$ cat config.mk
export PLATFORM = sky130hd
export DESIGN_NAME = ring_wake_dtmf_headroom_boost_billing_ctrl
export DESIGN_NICKNAME = d
export VERILOG_FILES = /design/src/pkg/ring_wake_pkg.sv /design/src/rtl/sync2.sv /design/src/rtl/hook_ramp.sv /design/src/rtl/ring_wake_dtmf_headroom_boost_billing_ctrl.sv
export VERILOG_INCLUDE_DIRS = /design/src /design/src/pkg
export SDC_FILE = /design/constraint.sdc
export NUM_CORES = 1
export LEC_CHECK = 0
export BUFFER_PORTS_ARGS = -buffer_cell sky130_fd_sc_hd__buf_2
export CORE_ASPECT_RATIO = 1.4
export CORE_MARGIN = 1.5
export CORE_UTILIZATION = 46
export CTS_CLUSTER_DIAMETER = 120
export DETAILED_ROUTE_END_ITERATION = 7
export PLACE_DENSITY = 0.74
export SLEW_MARGIN = 40
export SYNTH_ARGS = -nofsm -noshare
export SYNTH_HDL_FRONTEND = slang
export SYNTH_HIERARCHICAL = 1
export SYNTH_SLANG_ARGS = --single-unit
$ cat constraint.sdc
create_clock -name clk_sys -period 2.8 [get_ports clk_sys]
set_input_delay 0.14 -clock clk_sys [delete_from_list [all_inputs] [get_ports clk_sys]]
set_output_delay 0.14 -clock clk_sys [all_outputs]
set_load 0.01 [all_outputs]
$ cat src/pkg/ring_wake_defs.svh
`ifndef RING_WAKE_DEFS_SVH
`define RING_WAKE_DEFS_SVH

// Register indices, byte address is four times the index
`define IDX_STICKY 8'h50
`define IDX_WAKE 8'h52
`define IDX_PIN_STAT 8'h54
`define IDX_PWR 8'h56
`define IDX_LINE_CTRL 8'h5C
`define IDX_LINE_STAT 8'h5E
`define IDX_TERM 8'h62

// Pin status, sticky and wake mask bit positions
`define GP_RING 1
`define GP_GPIOA 4
`define GP_GPIOB 5
`define GP_RING2 11
`define GP_MASK 16'h0832

// Power register
`define PWR_READY 0
`define PWR_LINK_DOWN 12

// Line control register
`define LC_SLOW_RAMP 0
`define LC_BT_ENABLE 1
`define LC_OFF_HOOK 2

// Line status register
`define LS_LCS_HI 3
`define LS_OVL 4
`define LS_ROV 5
`define LS_BTD 6

// Termination register
`define TM_DTMF_HEADROOM_BOOST 0
`define TM_FJM 1
`define TM_DCT_LO 2
`define TM_DCT_HI 3
`define TERM_RESET 16'h0008
`define DCT_JAPAN 2'b01
`define DCT_FCC 2'b10
`define DCT_CTR21 2'b11

// Bus answers
`define RESP_OKAY 2'b00
`define RESP_DECERR 2'b11

// Timing and full loop drive
`define CLK_NS 40
`define BCLK_IDLE_NS 2000
`define BCLK_IDLE_CYC (((`BCLK_IDLE_NS) + (`CLK_NS) - 1) / (`CLK_NS))
`define RAMP_STEP_NS 50000
`define RAMP_STEP_CYC (((`RAMP_STEP_NS) + (`CLK_NS) - 1) / (`CLK_NS))
`define DRIVE_FULL 4'hF

`endif

$ cat src/pkg/ring_wake_pkg.sv
package ring_wake_pkg;

    typedef struct packed {
        logic [31:0] awaddr;
        logic awvalid;
        logic [31:0] wdata;
        logic [3:0] wstrb;
        logic wvalid;
        logic bready;
        logic [31:0] araddr;
        logic arvalid;
        logic rready;
    } axil_req_t;

    typedef struct packed {
        logic awready;
        logic wready;
        logic [1:0] bresp;
        logic bvalid;
        logic arready;
        logic [31:0] rdata;
        logic [1:0] rresp;
        logic rvalid;
    } axil_rsp_t;

    typedef struct packed {
        logic ringSensePos;
        logic ringSenseNeg;
        logic ring2Sense;
        logic gpioA;
        logic gpioB;
        logic rxOverPeak;
        logic supplyDroop;
        logic [3:0] loopCurrentCode;
    } line_in_t;

    typedef struct packed {
        logic txAtten17;
        logic [1:0] dcTermMode;
        logic headroomBoost;
        logic dcRelease;
        logic [3:0] loopDrive;
    } line_out_t;

    typedef enum logic [1:0] {WAKE_IDLE, WAKE_HIGH, WAKE_SYNC_HI} wake_state_t;

endpackage

$ cat src/rtl/sync2.sv
`timescale 1ns/1ns
module sync2 #(
    parameter int W = 1
) (
    input wire logic clk_sys,
    input wire logic reset_n,
    input wire logic [W-1:0] din,
    output logic [W-1:0] dout
);
    logic [W-1:0] meta;

    always_ff @(posedge clk_sys or negedge reset_n) begin
        if (!reset_n) begin
            meta <= '0;
            dout <= '0;
        end else begin
            meta <= din;
            dout <= meta;
        end
    end
endmodule

$ cat src/rtl/hook_ramp.sv
`timescale 1ns/1ns
`include "ring_wake_defs.svh"
module hook_ramp (
    input wire logic clk_sys,
    input wire logic reset_n,
    input wire logic offHook,
    input wire logic slowRamp,
    output logic [3:0] loopDrive
);
    logic [10:0] stepCnt;
    wire stepDone = stepCnt == 11'(`RAMP_STEP_CYC - 1);

    // Slow ramp avoids the inductive spike of an abrupt break
    always_ff @(posedge clk_sys or negedge reset_n) begin
        if (!reset_n) begin
            loopDrive <= 4'h0;
            stepCnt <= 11'h000;
        end else if (offHook) begin
            loopDrive <= `DRIVE_FULL;
            stepCnt <= 11'h000;
        end else if (!slowRamp) begin
            loopDrive <= 4'h0;
            stepCnt <= 11'h000;
        end else if (loopDrive != 4'h0) begin
            if (stepDone) begin
                stepCnt <= 11'h000;
                loopDrive <= loopDrive - 4'h1;
            end else begin
                stepCnt <= stepCnt + 11'h001;
            end
        end
    end
endmodule

$ cat src/rtl/ring_wake_dtmf_headroom_boost_billing_ctrl.sv
`timescale 1ns/1ns
`include "ring_wake_defs.svh"
module ring_wake_dtmf_headroom_boost_billing_ctrl (
    input wire logic clk_sys,
    input wire logic reset_n,
    input wire ring_wake_pkg::axil_req_t busReq,
    output ring_wake_pkg::axil_rsp_t busRsp,
    input wire logic bitClk,
    input wire logic linkSync,
    input wire logic linkReset_n,
    input wire ring_wake_pkg::line_in_t lineIn,
    output logic sdataIn,
    output logic codecReady,
    output ring_wake_pkg::line_out_t lineOut
);
    import ring_wake_pkg::*;

    ////////////////////////////////////////////////////////////////////////////
    // Functions

    function automatic logic isIdx(input logic [31:0] a, input logic [7:0] idx);
        return (a[31:10] == 22'h0) && (a[9:2] == idx);
    endfunction

    function automatic logic [15:0] mergeLo(input logic [15:0] old, input logic [31:0] d,
                                            input logic [3:0] s);
        return {s[1] ? d[15:8] : old[15:8], s[0] ? d[7:0] : old[7:0]};
    endfunction

    ////////////////////////////////////////////////////////////////////////////
    // Input synchronisers

    logic [2:0] linkPins;
    line_in_t lineS;

    sync2 #(.W(3)) linkSyncer (
        .clk_sys(clk_sys),
        .reset_n(reset_n),
        .din({bitClk, linkSync, linkReset_n}),
        .dout(linkPins)
    );

    sync2 #(.W($bits(line_in_t))) lineSyncer (
        .clk_sys(clk_sys),
        .reset_n(reset_n),
        .din(lineIn),
        .dout(lineS)
    );

    wire bclkS = linkPins[2];
    wire syncS = linkPins[1];
    wire linkRstS_n = linkPins[0];
    wire ovlLive = lineS.rxOverPeak || lineS.supplyDroop;

    ////////////////////////////////////////////////////////////////////////////
    // Registers and bus state

    logic [15:0] stickyCfg;
    logic [15:0] wakeMask;
    logic [15:0] pinStatus;
    logic [15:0] pinEvt;
    logic linkDown;
    logic [15:0] lineCtrl;
    logic [15:0] termCfg;
    logic rovFlag;
    logic btdFlag;
    logic bclkPrev;
    logic [5:0] idleCnt;
    wake_state_t wakeState;
    logic txAtten;
    logic [1:0] dcMode;
    logic headroom;
    logic dcRelease;
    logic [3:0] loopDrive;

    logic awReady, wReady, bValid, arReady, rValid;
    logic [31:0] awAddr, wData, rData;
    logic [3:0] wStrb;
    logic [1:0] bResp, rResp;

    ////////////////////////////////////////////////////////////////////////////
    // Bus decode

    wire doWrite = !awReady && !wReady && !bValid;
    wire wrSticky = doWrite && isIdx(awAddr, `IDX_STICKY);
    wire wrWake = doWrite && isIdx(awAddr, `IDX_WAKE);
    wire wrPin = doWrite && isIdx(awAddr, `IDX_PIN_STAT);
    wire wrPwr = doWrite && isIdx(awAddr, `IDX_PWR);
    wire wrCtrl = doWrite && isIdx(awAddr, `IDX_LINE_CTRL);
    wire wrStat = doWrite && isIdx(awAddr, `IDX_LINE_STAT);
    wire wrTerm = doWrite && isIdx(awAddr, `IDX_TERM);
    wire wrHit = wrSticky || wrWake || wrPin || wrPwr || wrCtrl || wrStat || wrTerm;
    wire [15:0] wZeros = ~mergeLo(16'hFFFF, wData, wStrb);
    wire [15:0] pinClr = wrPin ? wZeros : 16'h0000;
    wire [15:0] statClr = wrStat ? wZeros : 16'h0000;
    wire [15:0] pwrNew = mergeLo({3'h0, linkDown, 12'h000}, wData, wStrb);

    wire arTake = busReq.arvalid && arReady;
    wire [31:0] ra = busReq.araddr;
    wire [15:0] pwrRd = (16'(linkDown) << `PWR_LINK_DOWN) | (16'(codecReady) << `PWR_READY);
    wire [15:0] statRd = (16'(btdFlag) << `LS_BTD) | (16'(rovFlag) << `LS_ROV)
                         | (16'(ovlLive) << `LS_OVL) | 16'(lineS.loopCurrentCode);
    wire rdHit = isIdx(ra, `IDX_STICKY) || isIdx(ra, `IDX_WAKE) || isIdx(ra, `IDX_PIN_STAT)
                 || isIdx(ra, `IDX_PWR) || isIdx(ra, `IDX_LINE_CTRL)
                 || isIdx(ra, `IDX_LINE_STAT) || isIdx(ra, `IDX_TERM);
    wire [15:0] rdMux = isIdx(ra, `IDX_STICKY) ? stickyCfg :
                        isIdx(ra, `IDX_WAKE) ? wakeMask :
                        isIdx(ra, `IDX_PIN_STAT) ? (pinEvt | (pinStatus & stickyCfg)) :
                        isIdx(ra, `IDX_PWR) ? pwrRd :
                        isIdx(ra, `IDX_LINE_CTRL) ? lineCtrl :
                        isIdx(ra, `IDX_LINE_STAT) ? statRd :
                        isIdx(ra, `IDX_TERM) ? termCfg : 16'h0000;

    assign busRsp = '{awready: awReady, wready: wReady, bresp: bResp, bvalid: bValid,
                      arready: arReady, rdata: rData, rresp: rResp, rvalid: rValid};

    ////////////////////////////////////////////////////////////////////////////
    // AXI4-Lite slave

    always_ff @(posedge clk_sys or negedge reset_n) begin
        if (!reset_n) begin
            awReady <= 1'b1;
            wReady <= 1'b1;
            bValid <= 1'b0;
            bResp <= `RESP_OKAY;
            awAddr <= 32'h0000_0000;
            wData <= 32'h0000_0000;
            wStrb <= 4'h0;
        end else begin
            if (busReq.awvalid && awReady) begin
                awReady <= 1'b0;
                awAddr <= busReq.awaddr;
            end
            if (busReq.wvalid && wReady) begin
                wReady <= 1'b0;
                wData <= busReq.wdata;
                wStrb <= busReq.wstrb;
            end
            if (doWrite) begin
                bValid <= 1'b1;
                bResp <= wrHit ? `RESP_OKAY : `RESP_DECERR;
            end
            if (bValid && busReq.bready) begin
                bValid <= 1'b0;
                awReady <= 1'b1;
                wReady <= 1'b1;
            end
        end
    end

    always_ff @(posedge clk_sys or negedge reset_n) begin
        if (!reset_n) begin
            arReady <= 1'b1;
            rValid <= 1'b0;
            rData <= 32'h0000_0000;
            rResp <= `RESP_OKAY;
        end else if (arTake) begin
            arReady <= 1'b0;
            rValid <= 1'b1;
            rData <= {16'h0000, rdMux};
            rResp <= rdHit ? `RESP_OKAY : `RESP_DECERR;
        end else if (rValid && busReq.rready) begin
            rValid <= 1'b0;
            arReady <= 1'b1;
        end
    end

    ////////////////////////////////////////////////////////////////////////////
    // Configuration; a cold link reset clears it but keeps latched status

    wire warmDone = wakeState == WAKE_SYNC_HI && !syncS;

    always_ff @(posedge clk_sys or negedge reset_n) begin
        if (!reset_n) begin
            stickyCfg <= 16'h0000;
            wakeMask <= 16'h0000;
            linkDown <= 1'b0;
            lineCtrl <= 16'h0000;
            termCfg <= `TERM_RESET;
        end else if (!linkRstS_n) begin
            stickyCfg <= 16'h0000;
            wakeMask <= 16'h0000;
            linkDown <= 1'b0;
            lineCtrl <= 16'h0000;
            termCfg <= `TERM_RESET;
        end else begin
            if (wrSticky) stickyCfg <= mergeLo(stickyCfg, wData, wStrb) & `GP_MASK;
            if (wrWake) wakeMask <= mergeLo(wakeMask, wData, wStrb) & `GP_MASK;
            if (warmDone) linkDown <= 1'b0;
            else if (wrPwr) linkDown <= pwrNew[`PWR_LINK_DOWN];
            if (wrCtrl) lineCtrl <= mergeLo(lineCtrl, wData, wStrb) & 16'h0007;
            if (wrTerm) termCfg <= mergeLo(termCfg, wData, wStrb) & 16'h000F;
        end
    end

    ////////////////////////////////////////////////////////////////////////////
    // Pin events and sticky latch; an event wins over a clear
    // Latch outlives a cold link reset, so the driver can re-enable and read it

    always_comb begin
        pinEvt = 16'h0000;
        pinEvt[`GP_RING] = lineS.ringSensePos || lineS.ringSenseNeg;
        pinEvt[`GP_RING2] = lineS.ring2Sense;
        pinEvt[`GP_GPIOA] = lineS.gpioA;
        pinEvt[`GP_GPIOB] = lineS.gpioB;
    end

    wire [15:0] next_pinStatus = (pinEvt & stickyCfg) | (pinStatus & ~pinClr);

    always_ff @(posedge clk_sys or negedge reset_n) begin
        if (!reset_n) pinStatus <= 16'h0000;
        else pinStatus <= next_pinStatus;
    end

    ////////////////////////////////////////////////////////////////////////////
    // Wake signalling; the link clock is stopped, so sync is watched directly

    wire [15:0] armed = pinStatus & stickyCfg & wakeMask;
    wire wakeAny = |armed;

    always_ff @(posedge clk_sys or negedge reset_n) begin
        if (!reset_n) begin
            wakeState <= WAKE_IDLE;
            sdataIn <= 1'b0;
        end else if (!linkRstS_n) begin
            wakeState <= WAKE_IDLE;
            sdataIn <= 1'b0;
        end else begin
            case (wakeState)
                WAKE_IDLE: if (linkDown && wakeAny) begin
                    wakeState <= WAKE_HIGH;
                    sdataIn <= 1'b1;
                end
                WAKE_HIGH: if (syncS) wakeState <= WAKE_SYNC_HI;
                WAKE_SYNC_HI: if (!syncS) begin
                    wakeState <= WAKE_IDLE;
                    sdataIn <= 1'b0;
                end
                default: begin
                    wakeState <= WAKE_IDLE;
                    sdataIn <= 1'b0;
                end
            endcase
        end
    end

    ////////////////////////////////////////////////////////////////////////////
    // Codec ready: link clock running, link up and not powered down

    wire bclkRise = bclkS && !bclkPrev;

    always_ff @(posedge clk_sys or negedge reset_n) begin
        if (!reset_n) begin
            bclkPrev <= 1'b0;
            idleCnt <= 6'h00;
            codecReady <= 1'b0;
        end else begin
            bclkPrev <= bclkS;
            if (bclkRise) idleCnt <= 6'h00;
            else if (idleCnt != 6'(`BCLK_IDLE_CYC)) idleCnt <= idleCnt + 6'h01;
            codecReady <= idleCnt != 6'(`BCLK_IDLE_CYC) && !linkDown && linkRstS_n;
        end
    end

    ////////////////////////////////////////////////////////////////////////////
    // Termination, dialing and billing tone

    wire [1:0] termSel = termCfg[`TM_DCT_HI:`TM_DCT_LO];
    wire fjmOn = termSel == `DCT_FCC && termCfg[`TM_FJM];
    wire [1:0] next_dcMode = fjmOn ? `DCT_JAPAN : termSel;
    wire btEnable = lineCtrl[`LC_BT_ENABLE];
    wire next_rov = lineS.rxOverPeak || (rovFlag && !statClr[`LS_ROV]);
    wire next_btd = (btEnable && lineS.supplyDroop) || (btdFlag && !statClr[`LS_BTD]);

    always_ff @(posedge clk_sys or negedge reset_n) begin
        if (!reset_n) begin
            txAtten <= 1'b0;
            dcMode <= `DCT_FCC;
            headroom <= 1'b0;
            rovFlag <= 1'b0;
            btdFlag <= 1'b0;
            dcRelease <= 1'b0;
        end else begin
            txAtten <= termSel == `DCT_JAPAN;
            dcMode <= next_dcMode;
            headroom <= termCfg[`TM_DTMF_HEADROOM_BOOST];
            rovFlag <= next_rov;
            btdFlag <= next_btd;
            dcRelease <= btdFlag && btEnable;
        end
    end

    hook_ramp hookRamp (
        .clk_sys(clk_sys),
        .reset_n(reset_n),
        .offHook(lineCtrl[`LC_OFF_HOOK]),
        .slowRamp(lineCtrl[`LC_SLOW_RAMP]),
        .loopDrive(loopDrive)
    );

    assign lineOut = '{txAtten17: txAtten, dcTermMode: dcMode, headroomBoost: headroom,
                       dcRelease: dcRelease, loopDrive: loopDrive};
endmodule

==> results.toml <==
[routing]
drtPass1Iterations = 4
final_antenna_net_count = 0
drc_errors = 0
via_per_inst = 5.24
wl_mm = 14.3
avgRoutedWirePerCell_microns = 16.0
first_iter_violations = 208
vias = 4697

[floorplan]
die_h_microns = 140
row_count = 49
coreArea_sq_um = 12900
fp.dieArea_sq_um = 14100
dieWidth_microns = 101
initial_utilization = 0.474
ioPinCount = 173

[logic_synthesis]
synth_seq_area_share = 0.564
syn_avg_cell_area_sq_um = 11.7
ys_seq_elements = 138
async_reset_ff_frac = 1.00
ys.flop_type = "dfrtp_1"
ys_warn_count = 6
synth_edf_count = 0
synth_area_sq_um = 6140
synth.largest_area_cell = "dfrtp_1"
synthMostInstantiatedCell = "dfrtp_1"
synth.distinct_cells = 65
synth_common_cells = "dfrtp_1 (133), nand2_1 (58), mux2_2 (42)"
synth_top_area_frac = 0.542
netlist_instances = 524
synth_area_leaders = "dfrtp_1 (54%), mux2_2 (7.7%), buf_4 (4.0%)"

[run_status]
status = "finished clean"

[worst_setup_path]
critPathTopFamily = "simple AND/OR/NAND/NOR gates"
r2r_slack_ns = 0.36
r2r-end = "stickyCfg[4]$_DFFE_PN0P_"
critPathKind = "reg2reg"
end_kind = "flip-flop"
cp.arrival_ns = 2.77
path_cells = "nor4_2, nand4_1, or2_1, nor3_1, mux2i_1"
r2r-start = "awAddr[11]$_DFFE_PN0P_"
cp_max_fo = 16
cp-start-kind = "flip-flop"
cpPeakStageDelay_ns = 0.63
slowest_stage = "nor3_1"
critPathBufInv = 0
critPathRequiredTime_ns = 3.13
rr_worst_depth = 5

[pwr]
peakVddDrop_uv = 608
comb_power_share = 0.161
intPower_uw = 4440
power.density_nw_per_um2 = 748
leakagePower_uw = 0.00369
p_sw_uw = 1570
p_seq_frac = 0.447
swShare = 0.261
pwr-share-clk = 0.392

[placement]
place_area_sq_um = 6780
dp_hpwl_mm = 9.50
dp_slack_ns = 0.470
gp_congestion = 0.848
port_buffers = 120

[clock_tree]
cts-root-buf = "clkbuf_16"
cts_sinks = 138
cts_resized = 0
cts_max_level = 4
numCtsBuffers = 17
post_cts_buffers = 0
insertion_delay_ns = 0.42
cts_tree = "built"
cts.path.max_buffers = 2
clk_pin_slew_ns = 0.06

[sta]
fmax_ghz = 0.410
fin_crit_ns = 2.44
tightest_slew_ns = 0.726
fin_ws_ns = 0.363
finalSetupTns_ns = 0
max_slew_margin = 0.516
hold_viol = 0
rsz0062_at_grt = "no"
slew_violations = 0
hold_ws_ns = 0.0260
fin_crit_sh = 0.870
skew_ns = 0.0132
finalSetupViolCount = 0

[worst_hold_path]
holdPathStages = 3
hold_end = "bValid$_DFFE_PN0P_"
holdCritPathClass = "in2reg"
min_from = "busReq[34]"

[grt]
grt_pass1_vias = 4895
grt_usage = 0.214
grt_max_degree = 80
grt_pass1_wl_mm = 23.3
antenna_found_initial = 0
grt_overflow_total = 0

[cells_and_area]
area_growth_pct = 30.8
layout-drive-gt1-share = 0.304
antenna_cells = 0
fin_nets = 831
final_cell_area_sq_um = 8030
n_fill_cell = 978

[flow_run]
drv_cap = 0
power by group through the flow:
stage | registers, uW | clock network [uW] | logic (uW)
6_report | 2680 | 2350 | 966
5_1_grt | 2720 | 2480 | 1060
4_1_cts | 2670 | 2370 | 959
3_5_place_dp | 2710 | 0 | 871
3_3_place_gp | 2670 | 0 | 827
2_1_floorplan | 2610 | 0 | 684
layout by cell type (no fill, tap or decap), types with 6 or more instances in the layout:
master         count
nand3_1           15
dfrtp_1          132
clkbuf_16         17
nand4_1            6
mux2i_1           19
xor2_1            12
buf_2            119
o21ai_0           15
inv_1             17
mux2_2            42
o41ai_1            6
nor2_1            27
nand2_1           58
conb_1            23
a21oi_1           11
nor4_1             7
dlygate4sd3_1     63
o2111ai_1          6
nor3_1             6
worst max path at each step:
| stage | startpoint | slack, ns | cells past startpoint | end |
|---|---|---|---|---|
| floorplan | awAddr[11]$_DFFE_PN0P_ | 0.84 | 7 | termCfg[1]$_DFFE_PN0P_ |
| global placement | awAddr[17]$_DFFE_PN0P_ | 0.54 | 5 | stickyCfg[4]$_DFFE_PN0P_ |
| detailed placement | awAddr[17]$_DFFE_PN0P_ | 0.47 | 5 | stickyCfg[4]$_DFFE_PN0P_ |
| CTS | awAddr[17]$_DFFE_PN0P_ | 0.44 | 5 | stickyCfg[4]$_DFFE_PN0P_ |
| global route | awAddr[11]$_DFFE_PN0P_ | 0.26 | 5 | stickyCfg[5]$_DFFE_PN0P_ |
| finish | awAddr[11]$_DFFE_PN0P_ | 0.36 | 5 | stickyCfg[4]$_DFFE_PN0P_ |
metal layers:
layer  global-route usage  routed length (microns)  vias up
met4               0.0912                      359        0
li1                     -                        -     2176
met1                0.234                     5600     2309
met3               0.0598                      804       28
met5                    0                        0        -
met2                0.382                     7570      184
logic make-up (layout without fill, tap and decap cells):
logic type / after synthesis / count (layout) / synth area share
buffers and inverters: 67 / 239 / 0.0650
muxes: 61 / 61 / 0.108
other: 1 / 23 / 0.000611
adders and majority gates: 5 / 5 / 0.0102
DFF: 138 / 138 / 0.564
and+or+nand+nor: 165 / 165 / 0.145
AOI/OAI and AO/OA: 73 / 73 / 0.0875
xor gates and xnor gates: 14 / 14 / 0.0200
registers in the layout, indices dropped and copies added, names as in the netlist, 2 cells and up:
name and cells:
wStrb 2, dcMode 2, linkSyncer/dout 3, awAddr 30, lineSyncer/dout 11, stickyCfg 4, pinStatus 4, lineCtrl 3
wakeMask 4, rData 9, linkSyncer/meta 3, hookRamp/stepCnt 11, wakeState 2, lineSyncer/meta 11, wData 9, hookRamp/loopDrive 4
termCfg 4, idleCnt 6
stage by stage:
step	utilization	cells	total power (uW)
final	0.621	896	6000
after global routing	0.621	896	6260
after CTS	0.621	896	6000
after detailed placement	0.524	801	3580
after global placement	0.524	801	3500
after floorplan	-	546	3300
area by class of cell:
class / instances / area (sq um) / share of cell area
Clock buffer: 21 / 450 / 0.0561
Multi-Input combinational cell: 341 / 2360 / 0.294
Inverter: 18 / 67.6 / 0.00841
Tap cell: 178 / 223 / 0.0277
Clock inverter: 11 / 173 / 0.0215
Sequential cell: 138 / 3460 / 0.431
Timing Repair Buffer: 189 / 1290 / 0.161
worst min-delay path, stage by stage:
cell,delay (ns)
buf_2,0.11
inv_1,0.04
a21o_1,0.12
what timing repair did:
action / 4_1_cts / 5_1_grt
hold buffers: 63 / 0
setup endpoints to repair: 0 / 0
endpoints found under the hold margin: 134 / 0
No activity file was read; power rests on OpenSTA's default activity.
